==> src/rtl/pstn_cfg.svh <==
// Constants of the periodic span-node walker: offsets, field positions,
// reset values and link encodings.
// Assumes it is included by bare name from the package and the modules.
`ifndef PSTN_CFG_SVH
`define PSTN_CFG_SVH

// ****************************************
// Register bus geometry
// ****************************************
`define PSTN_ADDR_W        8
`define PSTN_DATA_W        32
`define PSTN_OFF_CTRL      8'h00
`define PSTN_OFF_FRIDX     8'h04
`define PSTN_OFF_STAT      8'h08
`define PSTN_OFF_SAVED     8'h0c

// ****************************************
// Field positions
// ****************************************
`define PSTN_CTRL_EN       0
`define PSTN_STAT_RECOV    0
`define PSTN_STAT_UF_LO    1
`define PSTN_STAT_UF_HI    3
`define PSTN_STAT_SAVED    4
`define PSTN_FRIDX_W       14
`define PSTN_UF_HI         2
`define PSTN_LINK_T        0

// ****************************************
// Encodings and limits
// ****************************************
`define PSTN_TYP_ITD       2'h0
`define PSTN_TYP_QH        2'h1
`define PSTN_TYP_SITD      2'h2
`define PSTN_TYP_FSTN      2'h3
`define PSTN_LAST_EARLY_UF 3'h1

// ****************************************
// Reset values
// ****************************************
`define PSTN_CTRL_RST      1'h0
`define PSTN_FRIDX_RST     14'h0000
`define PSTN_PTR_RST       32'h0000_0000
`define PSTN_RD_RST        32'h0000_0000

`endif

==> src/rtl/pstn_pkg.sv <==
// Types and helper functions shared by the span-node walker files.
// Assumes pstn_cfg.svh is on the include path.
`include "pstn_cfg.svh"

package pstn_pkg;

   // ****************************************
   // Schedule element kinds
   // ****************************************
   typedef enum logic [1:0] {
      PSTN_ITD  = `PSTN_TYP_ITD,
      PSTN_QH   = `PSTN_TYP_QH,
      PSTN_SITD = `PSTN_TYP_SITD,
      PSTN_FSTN = `PSTN_TYP_FSTN
   } pstn_ntype_t;

   // One fetched schedule element, as presented by the fetch engine
   typedef struct packed {
      pstn_ntype_t               nodeType;      // Element kind
      logic [`PSTN_DATA_W-1:0]   normalLink;    // Normal / next / horizontal link
      logic [`PSTN_DATA_W-1:0]   backLink;      // Back path link (span node only)
      logic                      highSpeed;     // Endpoint speed field says high speed
      logic                      splitComplete; // Split phase bit is in complete phase
      logic                      execReady;     // Usual execution conditions met
      logic                      sMaskHit;      // Start mask matches micro-frame
      logic                      cMaskHit;      // Complete mask matches micro-frame
   } pstn_node_t;

   // Traversal decision for one element
   typedef struct packed {
      logic [`PSTN_DATA_W-1:0]   nextLink;      // Pointer to fetch next
      logic                      endList;       // Periodic list ends here
      logic                      doExec;        // Plain transaction may run
      logic                      doStart;       // Start-split may run
      logic                      doComplete;    // Complete-split may run
   } pstn_step_t;

   // Register bus request carrier
   typedef struct packed {
      logic                      wr;
      logic                      rd;
      logic [`PSTN_ADDR_W-1:0]   addr;
      logic [`PSTN_DATA_W-1:0]   wdata;
   } pstn_busreq_t;

   // Micro-frame number from the frame index
   function automatic logic [`PSTN_UF_HI:0] pstnUFrame(input logic [`PSTN_FRIDX_W-1:0] idx);
      return idx[`PSTN_UF_HI:0];
   endfunction : pstnUFrame

   // Terminate flag of a link pointer
   function automatic logic pstnLinkEnds(input logic [`PSTN_DATA_W-1:0] link);
      return link[`PSTN_LINK_T];
   endfunction : pstnLinkEnds

endpackage : pstn_pkg

==> src/rtl/pstn_save_slot.sv <==
// Holder for the saved normal-path pointer of a save-place node.
// Assumes store and clear come from logic on the same clock.
`include "pstn_cfg.svh"
`timescale 1ns/1ns
`default_nettype none

module pstn_save_slot
   import pstn_pkg::*;
(
   // Clock and reset
   input  wire logic                    sys_clk,
   input  wire logic                    rst,
   // Control
   input  wire logic                    clear,
   input  wire logic                    store,
   input  wire logic [`PSTN_DATA_W-1:0] dIn,
   // Held value
   output var  logic [`PSTN_DATA_W-1:0] q,
   output var  logic                    held
);

   // ****************************************
   // Pointer store
   // ****************************************
   // Clear wins so a frame start never keeps a stale pointer
   always_ff @(posedge sys_clk) begin
      if (rst || clear) begin
         q    <= `PSTN_PTR_RST;
         held <= 1'b0;
      end else if (store) begin
         q    <= dIn;
         held <= 1'b1;
      end
   end

endmodule : pstn_save_slot

`default_nettype wire

==> src/rtl/pstn_walker.sv <==
// Span-node traversal logic of the periodic schedule walker.
// Assumes the fetch engine presents one element at a time with nodeValid,
// on the same clock, and raises uFrameStart before the frame list fetch.
// Summary of operation
// - Micro-frames 2-7: span node takes normal path
// - Normal link terminate flag ends periodic list
// - Back terminate zero save-place, one restore
// - Save-place in frames 0-1: store, flag, go back
// - Recovering: save-place passed by normal path
// - Recovering: isochronous descriptors skipped, not run
// - Recovering: high-speed queue heads skipped
// - Recovering: full/low queue head needs complete phase
// - No start-split while recovering
// - Restore while recovering: clear flag, resume saved
// - Out of time: abandon recovery, clear context
// - Restore when not recovering: normal path
// - Micro-frame from frame index low bits
//
// Decided for this implementation: the address-and-strobe port and the register offsets.
`include "pstn_cfg.svh"
`timescale 1ns/1ns
`default_nettype none

module pstn_walker
   import pstn_pkg::*;
(
   // Clock and reset
   input  wire logic                    sys_clk,
   input  wire logic                    rst,
   // Register port
   input  wire pstn_busreq_t            busReq,
   output var  logic [`PSTN_DATA_W-1:0] rdData,
   // Frame timing from the frame engine
   input  wire logic                    uFrameStart,
   input  wire logic                    timeShort,
   // Element from the fetch engine
   input  wire logic                    nodeValid,
   input  wire pstn_node_t              nodeIn,
   output logic                         nodeReady,
   // Decision to the fetch and execute engines
   output var  logic                    stepValid,
   output var  pstn_step_t              step,
   output var  logic                    inRecovery
);

   // ****************************************
   // Registers and state
   // ****************************************
   logic                      enable_ff;       // Walker enable from software
   logic [`PSTN_FRIDX_W-1:0]  frameIdx_ff;     // Frame index register
   logic [`PSTN_DATA_W-1:0]   rdData_ff;       // Read data, one cycle late
   logic                      recov_ff;        // Recovery-path flag
   logic                      nxt_recov;       // Next recovery flag
   logic                      stepValid_ff;    // Decision present
   pstn_step_t                step_ff;         // Registered decision
   pstn_step_t                nxt_step;        // Decision being formed
   logic [`PSTN_DATA_W-1:0]   savedPtr;        // Stored save-place pointer
   logic                      savedHeld;       // Stored pointer present
   logic                      storeSave;       // Capture the pointer now
   logic                      ctxClear;        // Drop the recovery context
   logic                      restoreNow;      // Restore taken while recovering

   // ****************************************
   // Element classification
   // ****************************************
   logic [`PSTN_UF_HI:0]      uFrame;          // Current micro-frame
   logic                      earlyUf;         // Micro-frame 0 or 1
   logic                      isFstn;          // Element is a span node
   logic                      isSave;          // Save-place span node
   logic                      isRestore;       // Restore span node
   logic                      take;            // Element accepted this cycle

   assign uFrame    = pstnUFrame(frameIdx_ff);
   assign earlyUf   = (uFrame <= `PSTN_LAST_EARLY_UF);
   assign isFstn    = (nodeIn.nodeType == PSTN_FSTN);
   assign isSave    = isFstn && !pstnLinkEnds(nodeIn.backLink);
   assign isRestore = isFstn && pstnLinkEnds(nodeIn.backLink);

   // Frame start and time-out take priority, so no element is taken then
   assign nodeReady = enable_ff && !uFrameStart && !timeShort;
   assign take      = nodeValid && nodeReady;

   // context clear sources
   // Abandon also covers uFrameStart, so the next frame restarts cleanly
   assign ctxClear  = uFrameStart || timeShort;
   // restore drops the saved pointer with the flag
   // Otherwise a later read in the same frame could report a pointer that is no longer in use
   assign restoreNow = take && isRestore && recov_ff;

   // ****************************************
   // Traversal decision
   // ****************************************
   // One element in, one decision out; the fetch engine waits on stepValid
   always_comb begin
      nxt_step   = '0;
      nxt_recov  = recov_ff;
      storeSave  = 1'b0;
      nxt_step.nextLink = nodeIn.normalLink;
      unique case (nodeIn.nodeType)
         PSTN_FSTN: begin
            if (isSave && earlyUf && !recov_ff) begin
               nxt_step.nextLink = nodeIn.backLink;
               nxt_recov         = 1'b1;
               storeSave         = 1'b1;
            end else if (isRestore && recov_ff) begin
               nxt_step.nextLink = savedPtr;
               nxt_recov         = 1'b0;
            end else begin
               nxt_step.nextLink = nodeIn.normalLink;
            end
         end
         PSTN_ITD, PSTN_SITD: begin
            nxt_step.doExec = !recov_ff && nodeIn.execReady;
         end
         PSTN_QH: begin
            if (nodeIn.highSpeed) begin
               nxt_step.doExec = !recov_ff && nodeIn.execReady;
            end else begin
               nxt_step.doComplete = nodeIn.splitComplete && nodeIn.cMaskHit && nodeIn.execReady;
               nxt_step.doStart = !recov_ff && !nodeIn.splitComplete && nodeIn.sMaskHit
                                  && nodeIn.execReady;
            end
         end
      endcase
      nxt_step.endList = pstnLinkEnds(nxt_step.nextLink);
   end

   // ****************************************
   // Recovery flag
   // ****************************************
   // abandon on time-out
   always_ff @(posedge sys_clk) begin
      if (rst || ctxClear) begin
         recov_ff <= 1'b0;
      end else if (take) begin
         recov_ff <= nxt_recov;
      end
   end

   // Saved pointer lives in its own slot, cleared with the flag
   pstn_save_slot u_slot (
      .sys_clk (sys_clk),
      .rst     (rst),
      .clear   (ctxClear || restoreNow),
      .store   (take && storeSave),
      .dIn     (nodeIn.normalLink),
      .q       (savedPtr),
      .held    (savedHeld)
   );

   // ****************************************
   // Decision output
   // ****************************************
   // Registered so the fetch engine sees stable pointers
   always_ff @(posedge sys_clk) begin
      if (rst) begin
         stepValid_ff <= 1'b0;
         step_ff      <= '0;
      end else begin
         stepValid_ff <= take;
         if (take) begin
            step_ff <= nxt_step;
         end
      end
   end

   assign stepValid  = stepValid_ff;
   assign step       = step_ff;
   assign inRecovery = recov_ff;

   // ****************************************
   // Control register
   // ****************************************
   always_ff @(posedge sys_clk) begin
      if (rst) begin
         enable_ff <= `PSTN_CTRL_RST;
      end else if (busReq.wr && busReq.addr == `PSTN_OFF_CTRL) begin
         enable_ff <= busReq.wdata[`PSTN_CTRL_EN];
      end
   end

   // ****************************************
   // Frame index register
   // ****************************************
   // A software write wins over the micro-frame advance
   always_ff @(posedge sys_clk) begin
      if (rst) begin
         frameIdx_ff <= `PSTN_FRIDX_RST;
      end else if (busReq.wr && busReq.addr == `PSTN_OFF_FRIDX) begin
         frameIdx_ff <= busReq.wdata[`PSTN_FRIDX_W-1:0];
      end else if (uFrameStart) begin
         frameIdx_ff <= frameIdx_ff + `PSTN_FRIDX_W'(1);
      end
   end

   // ****************************************
   // Read path
   // ****************************************
   // Unmapped offsets read as zero; data stand one cycle after the strobe
   always_ff @(posedge sys_clk) begin
      if (rst) begin
         rdData_ff <= `PSTN_RD_RST;
      end else if (busReq.rd) begin
         rdData_ff <= '0;
         unique case (busReq.addr)
            `PSTN_OFF_CTRL: begin
               rdData_ff[`PSTN_CTRL_EN] <= enable_ff;
            end
            `PSTN_OFF_FRIDX: begin
               rdData_ff[`PSTN_FRIDX_W-1:0] <= frameIdx_ff;
            end
            `PSTN_OFF_STAT: begin
               rdData_ff[`PSTN_STAT_RECOV]                   <= recov_ff;
               rdData_ff[`PSTN_STAT_UF_HI:`PSTN_STAT_UF_LO] <= uFrame;
               rdData_ff[`PSTN_STAT_SAVED]                   <= savedHeld;
            end
            `PSTN_OFF_SAVED: begin
               rdData_ff <= savedPtr;
            end
            default: begin
               rdData_ff <= '0;
            end
         endcase
      end else begin
         rdData_ff <= '0;
      end
   end

   assign rdData = rdData_ff;
endmodule : pstn_walker

`default_nettype wire

==> config.mk <==
export PLATFORM = sky130hd
export DESIGN_NAME = pstn_walker
export DESIGN_NICKNAME = d
export VERILOG_FILES = /design/src/rtl/pstn_pkg.sv /design/src/rtl/pstn_save_slot.sv /design/src/rtl/pstn_walker.sv
export VERILOG_INCLUDE_DIRS = /design/src /design/src/rtl
export SDC_FILE = /design/constraint.sdc
export NUM_CORES = 1
export LEC_CHECK = 0
export BUFFER_PORTS_ARGS = -buffer_cell sky130_fd_sc_hd__buf_2
export CAP_MARGIN = 20
export CORE_ASPECT_RATIO = 2
export CORE_MARGIN = 1
export CORE_UTILIZATION = 45
export CTS_BUF_LIST = sky130_fd_sc_hd__clkbuf_4
export DETAILED_ROUTE_END_ITERATION = 12
export PLACE_DENSITY = 0.77
export SYNTH_ARGS = -nofsm -noshare
export SYNTH_HDL_FRONTEND = slang
export SYNTH_SLANG_ARGS = --single-unit
==> constraint.sdc <==
create_clock -name sys_clk -period 1.5 [get_ports sys_clk]
set_input_delay 0.075 -clock sys_clk [delete_from_list [all_inputs] [get_ports sys_clk]]
set_output_delay 0.075 -clock sys_clk [all_outputs]
set_load 0.02 [all_outputs]
==> run_results.csv, run 1 <==
group,metric,value,unit
routing,wl,18700,µm
logic_synthesis,seq_area_frac_synth,45.6,%
global_routing,grt_pass1_vias,6015,
global_routing,grt_max_degree,38,
logic_synthesis,synth_area,5130,µm²
routing,vias_per_cell,5.67,
die,start_util,46.6,%
timing,rsz0062_at_grt,"yes",
global_routing,antenna_found_initial,1,
cts,clkSinkCount,117,
layout,fin_area,8180,µm²
layout,fin_nets,1023,
status,violations,"setup timing",
routing,initialDrtViolationCount,516,
logic_synthesis,syn_inst,602,
die,dieArea,11900,µm²
global_routing,grt_pass1_wl,28700,µm
timing,clock_skew,0.0153,ns
timing,fin_crit_sh,111,%
cts,clk_latency,0.52,ns
cts,cts_tree,"built",
timing,worst_slack,-0.159,ns
place,preCtsSetupSlack,-0.142,ns
timing,setup-tns-final,-4.02,ns
critical_path,path_class,"reg -> reg",
die,fp.coreArea,11000,µm²
timing,whs,0.0594,ns
global_routing,busiest_layer,"met2",
routing,detail_route.wl_per_cell,17.7,µm
logic_synthesis,ys_ff_latch,117,
routing,firstDrtPassIters,7,
cts,cts_buffer_depth,2,
logic_synthesis,synth.top_cell.area_share,45.6,%
timing,hold_violations,0,
layout,fillers,704,
timing,drv_slew,0,
power_and_ir_drop,seqPwrFrac,48.8,%
timing,worstMarginPinSlew,0.477,ns
routing,vias,5992,
routing,drc,0,
power_and_ir_drop,power_density,782,nW/µm²
power_and_ir_drop,p_clk_share,41.3,%
critical_path,critPathRequiredTime,1.92,ns
global_routing,met1_usage,30.7,%
cts,clockRootBuffer,"clkbuf_4",
critical_path,end_kind,"flop",
logic_synthesis,synthFlopType,"dfxtp_1",
global_routing,overflow,0,
layout,instances_no_fill,1057,
power_and_ir_drop,p_int,4.83,mW
power_and_ir_drop,switching_share,24.5,%
global_routing,grt_usage,31.2,%
cts,htree_levels,4,
logic_synthesis,syn_nets,722,
critical_path,worstPathArrival,2.08,ns
logic_synthesis,synth-warning-count,0,
status,outcome,"finished, violations left",
cts,numCtsBuffers,17,
logic_synthesis,yosys.area.top_type,"dfxtp_1",
global_routing,met2_usage,54.4,%
die,die_x,77.5,µm
cts,cts.clk_slew.worst_paths,0.11,ns
place,dpl.hpwl,11300,µm
job,drv_cap,0,
place,dp_cells,920,
die,dieHeight,153,µm
timing,setup_viol,61,
power_and_ir_drop,ir_drop,0.889,mV
routing,drtAntennaViolNets,0,
layout,areaGrowthSynthToFinish,59.4,%
logic_synthesis,async_reset_ff_share,0,%
layout,drive_above_1_share,34.4,%
power_and_ir_drop,leakage,3.63,nW
die,rows,54,
layout,fin_util,74.3,%
logic_synthesis,yosysUniqueCellTypes,42,
logic_synthesis,avgSynthCellArea,8.53,µm²
place,dpl_cell_area,6510,µm²
min_path,hold_class,"in -> reg",
critical_path,start_kind,"flop",
power_and_ir_drop,switching_power,1.57,mW
place,place_congestion,0.886,
timing,post-route-min-period,1.66,ns
logic_synthesis,yosys-top-cells-area,"dfxtp_1 46%, nor2_1 8.9%, mux2i_1 6.6%",
die,io_pins,189,
timing,fmax,0.603,GHz
logic_synthesis,synth_edf_count,0,
power_and_ir_drop,power,6.40,mW
logic_synthesis,synth_most_common_cell,"nor2_1",
global_routing,met3_usage,7.52,%
logic_synthesis,synth_common_cells,"122 x nor2_1, 117 x dfxtp_1, 72 x nand2_1, 37 x nor3_1, 34 x mux2i_1",
critical_path,crit_fanout,12,
timing,relSlewSlack,68.0,%
power_and_ir_drop,combPwrFrac,9.9,%
place,io_buffers,170,
## flip-flops by register name (all words and copies together) (netlist names)
| signal | count |
|---|---|
| u_slot.held | 1 |
| frameIdx_ff | 14 |
| enable_ff | 1 |
| step | 35 |
| u_slot.q | 32 |
| inRecovery | 1 |
| stepValid | 1 |
| rdData | 32 |
## area by class of cell
cell class / instances / area (µm²) / share of cell area (%)
inverter: 5 / 18.8 / 0.229
timing repair buffer: 328 / 2560 / 31.3
clock buffer: 18 / 135 / 1.65
antenna: 1 / 2.50 / 0.0306
sequential: 117 / 2350 / 28.7
multi-input combinational: 434 / 2740 / 33.4
clock inverter: 14 / 199 / 2.43
tap: 140 / 175 / 2.14
## critical path, stage by stage (launching register included)
cell,delay (ns)
dfxtp_2,0.34
and4bb_4,0.33
buf_8,0.17
nor2_1,0.04
or3_1,0.37
a311oi_1,0.31
## repair_timing
item | 4_1_cts | 5_1_grt
setup buffers | 8 | 3
endpoints found under the hold margin | 87 | 0
pin swaps | 13 | 16
hold buffers | 89 | 0
cloned | 2 | 4
endpoints found under the setup margin | 67 | 73
resized for setup | 31 | 27
## cells in the final DEF, fill, tap and decap left out, types with 8 or more instances in the layout
cell type,Yosys,final
nor3_1,37,33
nor2_1,122,119
a311oi_1,31,23
buf_4,5,39
nand2_1,72,71
mux2i_1,34,33
buf_2,16,169
clkbuf_4,0,18
buf_6,3,10
buf_12,0,13
and2_1,19,19
a211oi_1,13,13
or3_1,31,30
a22o_1,9,9
dfxtp_1,117,112
xnor2_1,10,10
dlygate4sd3_1,0,89
nand4_1,8,8
a311oi_2,0,8
## per-layer routing
layer / vias up / wire length (µm)
met1: 2781 / 6360
met2: 373 / 9910
met4: 0 / 1320
li1: 2713 / -
met5: - / 0
met3: 125 / 1110
## path summary, 6_finish.rpt
path                     from           to  slack (ns)  cells past startpoint
setup / recovery    enable_ff     step[24]       -0.16                      5
setup reg to reg    enable_ff     step[24]       -0.16                      5
hold reg to reg   u_slot.held  u_slot.held        0.48                      2
hold / removal      nodeValid      step[4]        0.06                      4
## power by group through the flow
stage / registers (mW) / clock network [mW] / logic, mW
after global routing: 3.12 / 2.84 / 0.674
after global placement: 3.19 / 0 / 0.374
final: 3.12 / 2.64 / 0.636
after floorplan: 3.19 / 0 / 0.120
after CTS: 3.12 / 2.68 / 0.600
after detailed placement: 3.19 / 0 / 0.383
## kinds of logic after synthesis
family / count (synthesis) / synth area share [%]
and+or+nand+nor: 310 / 28.2
DFF: 117 / 45.6
AOI/OAI and AO/OA: 72 / 11.1
buffers and inverters: 51 / 4.92
muxes: 37 / 7.50
xor gates and xnor gates: 13 / 2.22
adders and majority gates: 2 / 0.487
Power figures use the tool's default switching activity.
==> run 2, diff against run 1 <==
--- a/config.mk
+++ b/config.mk
@@ -6,6 +6,7 @@
 export SDC_FILE = /design/constraint.sdc
 export NUM_CORES = 1
 export LEC_CHECK = 0
+export ABC_AREA = 1
 export BUFFER_PORTS_ARGS = -buffer_cell sky130_fd_sc_hd__buf_2
 export CAP_MARGIN = 20
 export CORE_ASPECT_RATIO = 2
@@ -13,7 +14,8 @@
 export CORE_UTILIZATION = 45
 export CTS_BUF_LIST = sky130_fd_sc_hd__clkbuf_4
 export DETAILED_ROUTE_END_ITERATION = 12
-export PLACE_DENSITY = 0.77
+export HOLD_SLACK_MARGIN = 0.08
+export PLACE_DENSITY = 0.76
 export SYNTH_ARGS = -nofsm -noshare
 export SYNTH_HDL_FRONTEND = slang
 export SYNTH_SLANG_ARGS = --single-unit
==> run_results.csv, run 2 <==
group,metric,value,unit
power_and_ir_drop,leakage,3.60,nW
logic_synthesis,synth_compound_area_share,23.1,%
logic_synthesis,synth_top_family_by_area,"compound AO/OA/AOI/OAI gates",
job,drv_cap,0,
place,dpl.hpwl,12600,µm
timing,fin_crit_sh,101,%
min_path,hold_class,"in -> reg",
die,start_util,46.6,%
power_and_ir_drop,combPwrFrac,11.6,%
logic_synthesis,yosysUniqueCellTypes,36,
place,dpl_cell_area,6600,µm²
die,rows,56,
logic_synthesis,synth.top_cell.area_share,42.7,%
layout,layout_common_cells,"170 x buf_2, 131 x nand2_1, 114 x dfxtp_1",
cts,numCtsBuffers,17,
place,dp_cells,1070,
cts,cts.clk_slew.worst_paths,0.12,ns
critical_path,crit_buf_inv,1,
critical_path,crit_fanout,25,
critical_path,crit_chain,"ha_1 -> o21bai_2 -> nand3_4 -> buf_12 -> o211ai_1 -> a21oi_1",
critical_path,r2r_slack,-0.01,ns
logic_synthesis,async_reset_ff_share,0,%
logic_synthesis,synth_xor_area_share,0.479,%
logic_synthesis,ys_ff_latch,117,
cts,clkSinkCount,117,
logic_synthesis,yosys-top-cells-area,"dfxtp_1 43%, a21oi_1 9.8%, nand2_1 9.0%",
power_and_ir_drop,switching_share,26.2,%
routing,wl,20100,µm
die,dieArea,12700,µm²
logic_synthesis,synthSimpleGateAreaFrac,22.8,%
timing,clock_skew,0.0184,ns
cts,clk_latency,0.53,ns
routing,initialDrtViolationCount,534,
die,dieHeight,158,µm
cts,cts_tree,"built",
logic_synthesis,yosys.area.top_type,"dfxtp_1",
layout,fin_util,69.3,%
layout,fin_nets,1171,
layout,areaGrowthSynthToFinish,48.8,%
logic_synthesis,avgSynthCellArea,7.22,µm²
routing,vias_per_cell,5.52,
layout,fillers,949,
critical_path,start_kind,"flop",
critical_path,end_kind,"flop",
logic_synthesis,synth_edf_count,0,
die,fp.coreArea,11800,µm²
logic_synthesis,synth-adder-area-share,0.457,%
status,violations,"setup timing",
routing,detail_route.wl_per_cell,16.6,µm
global_routing,grt_pass1_vias,6572,
global_routing,antenna_found_initial,1,
critical_path,path_class,"reg -> reg",
global_routing,grt_pass1_wl,30900,µm
cts,htree_levels,4,
power_and_ir_drop,power_density,805,nW/µm²
timing,setup-tns-final,-0.0293,ns
global_routing,grt_usage,32.3,%
critical_path,critPathRequiredTime,1.95,ns
layout,fin_area,8160,µm²
routing,vias,6684,
power_and_ir_drop,ir_drop,0.689,mV
critical_path,worstPathArrival,1.96,ns
timing,fmax,0.660,GHz
logic_synthesis,synthFlopType,"dfxtp_1",
place,preCtsSetupSlack,-0.0207,ns
layout,largest_reg_flops,35,
logic_synthesis,seq_area_frac_synth,42.7,%
place,io_buffers,170,
timing,whs,0.0907,ns
power_and_ir_drop,switching_power,1.72,mW
place,place_congestion,0.956,
power_and_ir_drop,power,6.57,mW
critical_path,crit_family,"compound AO/OA/AOI/OAI gates",
routing,firstDrtPassIters,5,
critical_path,worst_path_max_delay_cell,"dfxtp_4",
layout,mostFrequentLayoutCell,"buf_2",
cts,cts_buffer_depth,2,
power_and_ir_drop,p_clk_share,40.8,%
timing,worst_slack,-0.0141,ns
layout,instances_no_fill,1210,
logic_synthesis,synth_area,5480,µm²
logic_synthesis,synth_most_common_cell,"nand2_1",
power_and_ir_drop,seqPwrFrac,47.7,%
timing,worstMarginPinSlew,0.443,ns
power_and_ir_drop,p_int,4.84,mW
timing,post-route-min-period,1.51,ns
critical_path,critical_path.max_stage_delay,0.38,ns
logic_synthesis,synthMuxAreaShare,0,%
routing,drtAntennaViolNets,0,
timing,rsz0062_at_grt,"yes",
cts,clockRootBuffer,"clkbuf_4",
layout,drive_above_1_share,27.3,%
logic_synthesis,syn_nets,879,
die,io_pins,189,
timing,drv_slew,0,
logic_synthesis,syn_inst,759,
timing,relSlewSlack,70.5,%
timing,setup_viol,3,
die,die_x,80.0,µm
timing,hold_violations,0,
global_routing,grt_max_degree,39,
status,outcome,"finished, violations left",
global_routing,overflow,0,
logic_synthesis,synth_common_cells,"131 x nand2_1, 117 x dfxtp_1, 107 x a21oi_1, 72 x nand3_1, 70 x inv_1",
routing,drc,0,
logic_synthesis,synth-warning-count,0,
## run 2: cell types whose count changed after synthesis, moves of 33 or more
cell / change
nand2_1: +59
inv_1: +65
nor2_1: -66
nand3_1: +67
a21oi_1: +102
nor3_1: -33
o21ai_1: +37
o21ai_0: +37
mux2i_1: -34
## run 2: per-layer routing
metal / vias up / global-route usage, % / share of wire (%)
met5: - / 0 / 0
met4: 0 / 26.4 / 7.1
met3: 113 / 6.57 / 6.2
met2: 396 / 57.4 / 53
met1: 3023 / 31.4 / 34
li1: 3152 / - / -
## run 2: power groups by stage
stage | sequential, mW | clock [mW] | combinational, mW
after floorplan | 3.20 | 0 | 0.242
after global placement | 3.20 | 0 | 0.522
after detailed placement | 3.20 | 0 | 0.526
after CTS | 3.13 | 2.71 | 0.739
after global routing | 3.13 | 2.84 | 0.816
final | 3.13 | 2.68 | 0.759
## run 2: worst min-delay path: stages
cell     delay (ns)
buf_2          0.10
nor2_2         0.05
nand2_1        0.09
nor2_4         0.06
nand2_1        0.05
nand2_1        0.05
inv_1          0.04
a31oi_1        0.07
## run 2: cell families (layout without fill, tap and decap cells)
kind of cell | count (synthesis) | count (layout)
adder cells (fa/ha/maj) | 2 | 2
AND/OR/NAND/NOR | 283 | 283
AO/OA/AOI/OAI | 232 | 232
buffers and inverters | 122 | 427
XOR/XNOR | 3 | 3
other | 0 | 1
flip-flops | 117 | 117
## run 2: layout make-up
type	instances	area, µm²	share of cell area [%]
multi-input cells	520	2660	32.6
well taps	145	181	2.22
repair buffers	320	2330	28.6
diodes	1	2.50	0.0307
inverters	75	299	3.67
flip-flops and latches	117	2350	28.8
clock buffers	17	128	1.56
clock inverters	15	204	2.50
## run 2: repair_timing
| item | in CTS | in global routing |
|---|---|---|
| cloned | 2 | 2 |
| hold buffers | 99 | 0 |
| hold endpoints to repair | 89 | 0 |
| endpoints found under the setup margin | 32 | 76 |
| pin swaps | 1 | 5 |
| resized for setup | 8 | 27 |
| buffers inserted | 2 | 3 |
## run 2: final timing paths
| kind | startpoint | to | cells past startpoint |
|---|---|---|---|
| setup / recovery | frameIdx_ff[0] | step[13] | 6 |
| hold / removal | busReq[35] | rdData[0] | 8 |
| setup reg to reg | frameIdx_ff[0] | step[13] | 6 |
| hold reg to reg | u_slot.q[25] | rdData[25] | 2 |
==> run 3, diff against run 2 <==
--- a/config.mk
+++ b/config.mk
@@ -11,11 +11,11 @@
 export CAP_MARGIN = 20
 export CORE_ASPECT_RATIO = 2
 export CORE_MARGIN = 1
-export CORE_UTILIZATION = 45
+export CORE_UTILIZATION = 47
 export CTS_BUF_LIST = sky130_fd_sc_hd__clkbuf_4
 export DETAILED_ROUTE_END_ITERATION = 12
 export HOLD_SLACK_MARGIN = 0.08
-export PLACE_DENSITY = 0.76
+export PLACE_DENSITY = 0.79
 export SYNTH_ARGS = -nofsm -noshare
 export SYNTH_HDL_FRONTEND = slang
 export SYNTH_SLANG_ARGS = --single-unit
==> run_results.csv, run 3 (synthesized netlist as in run 2, its figures left out) <==
group,metric,value,unit
global_routing,grt_max_degree,39,
critical_path,r2r-start,"frameIdx_ff[1]",
global_routing,grt_pass1_wl,31300,µm
die,dieArea,12100,µm²
critical_path,end_kind,"flop",
routing,drtAntennaViolNets,0,
layout,fin_area,8120,µm²
timing,setup_viol,0,
die,die_x,78.4,µm
critical_path,cp.depth,9,
layout,drive_above_1_share,26.3,%
place,dpl_cell_area,6590,µm²
critical_path,path_class,"reg -> reg",
timing,fmax,0.675,GHz
timing,worst_slack,0.0189,ns
critical_path,regToRegEndpoint,"u_slot.q[10]",
die,dieHeight,155,µm
global_routing,grt_pass1_vias,6512,
cts,htree_levels,4,
place,dpl.hpwl,12200,µm
routing,drc,0,
die,start_util,48.3,%
critical_path,crit_family,"compound AO/OA/AOI/OAI gates",
critical_path,crit_end,"u_slot.q[10]",
power_and_ir_drop,power_density,788,nW/µm²
layout,areaGrowthSynthToFinish,48.1,%
routing,detail_route.wl_per_cell,16.7,µm
global_routing,overflow,0,
job,drv_cap,0,
timing,fin_crit_sh,98.7,%
power_and_ir_drop,ir_drop,1.11,mV
critical_path,critical_path.max_stage_delay,0.34,ns
routing,firstDrtPassIters,6,
timing,relSlewSlack,70.9,%
cts,clockRootBuffer,"clkbuf_4",
critical_path,worstPathArrival,1.93,ns
critical_path,crit_buf_inv,3,
cts,numCtsBuffers,17,
layout,ff_latch_area,2340,µm²
critical_path,r2r_cells,9,
timing,worstMarginPinSlew,0.436,ns
critical_path,crit_chain,"inv_1 -> ha_1 -> o21bai_4 -> nand3_4 -> nor2_4 -> inv_6 -> buf_12 -> o21ai_1 -> a21oi_1",
critical_path,critPathRequiredTime,1.95,ns
timing,drv_slew,0,
power_and_ir_drop,power,6.40,mW
critical_path,cp-startpoint,"frameIdx_ff[1]",
place,io_buffers,170,
timing,clock_skew,0.0174,ns
layout,layout_common_cells,"170 x buf_2, 131 x nand2_1, 115 x dfxtp_1",
layout,largest_reg_flops,35,
timing,whs,0.0569,ns
global_routing,grt_usage,33.7,%
routing,vias_per_cell,5.55,
layout,mostFrequentLayoutCell,"buf_2",
die,io_pins,189,
critical_path,worst_path_max_delay_cell,"dfxtp_2",
critical_path,start_kind,"flop",
status,outcome,"completed",
routing,wl,20100,µm
timing,post-route-min-period,1.48,ns
cts,cts_tree,"built",
layout,multi_input_area,2660,µm²
timing,rsz0062_at_grt,"yes",
timing,hold_violations,0,
critical_path,r2r_slack,0.02,ns
place,place_congestion,0.933,
routing,vias,6673,
die,rows,55,
place,preCtsSetupSlack,-0.000693,ns
die,fp.coreArea,11400,µm²
critical_path,crit_fanout,15,
cts,cts.clk_slew.worst_paths,0.12,ns
min_path,hold_class,"in -> reg",
global_routing,antenna_found_initial,1,
cts,cts_buffer_depth,2,
cts,clk_latency,0.54,ns
power_and_ir_drop,leakage,3.59,nW
layout,fillers,872,
layout,fin_nets,1166,
cts,clkSinkCount,117,
routing,initialDrtViolationCount,454,
run 3: repair_timing:
item,CTS,global route
resized for setup,9,30
hold buffers,103,1
setup buffers,2,0
setup endpoints to repair,5,76
gates cloned,2,0
endpoints found under the hold margin,97,1
pin swaps,3,5
run 3: how the worst min path moves through the flow:
stage          startpoint               to  slack (ns)  cells past startpoint
2_1_floorplan         rst  frameIdx_ff[13]        0.14                      1
3_3_place_gp   nodeIn[40]      u_slot.q[3]        0.33                      3
3_5_place_dp   nodeIn[40]      u_slot.q[3]        0.34                      3
4_1_cts        busReq[33]        rdData[4]        0.09                      8
5_1_grt        busReq[32]        rdData[0]        0.11                      8
6_report       busReq[33]        rdData[0]        0.06                      8
run 3: through the flow:
step           util, %  std cells  setup TNS (ns)
6_report          71.5       1202               0
5_1_grt           71.5       1202          -0.381
3_3_place_gp      58.1       1064         -0.0120
3_5_place_dp      58.1       1064       -0.000693
2_1_floorplan        -        759               0
4_1_cts           70.9       1203         -0.0203
run 3: power by group:
part / internal (mW) / total [mW] / switching (mW) / leakage (nW)
logic: 0.398 / 0.780 / 0.382 / 2.49
clock network: 1.17 / 2.49 / 1.33 / 0.158
registers: 3.12 / 3.13 / 0.00908 / 0.943
run 3: final cells by class:
cell class	count	area share, %
Antenna cell	1	0.0308
Clock buffer	17	1.57
Clock inverter	15	2.23
Inverter	75	3.88
Multi-Input combinational cell	520	32.7
Sequential cell	117	28.9
Tap cell	142	2.19
Timing Repair Buffer	315	28.5
run 3: tightest hold or removal path: stages:
cell and delay, ns:
buf_2 0.08, nor2_1 0.05, nand3_1 0.06, nor2_1 0.05
nand2_1 0.06, nand2_1 0.05, inv_1 0.05, a31oi_1 0.08
run 3: metal layers:
layer,track usage (%),wire [µm],vias up
met2,61.1,10600,413
met5,0,0,-
li1,-,-,3152
met1,33.9,6930,3002
met3,7.20,1430,106
met4,21.5,1160,0
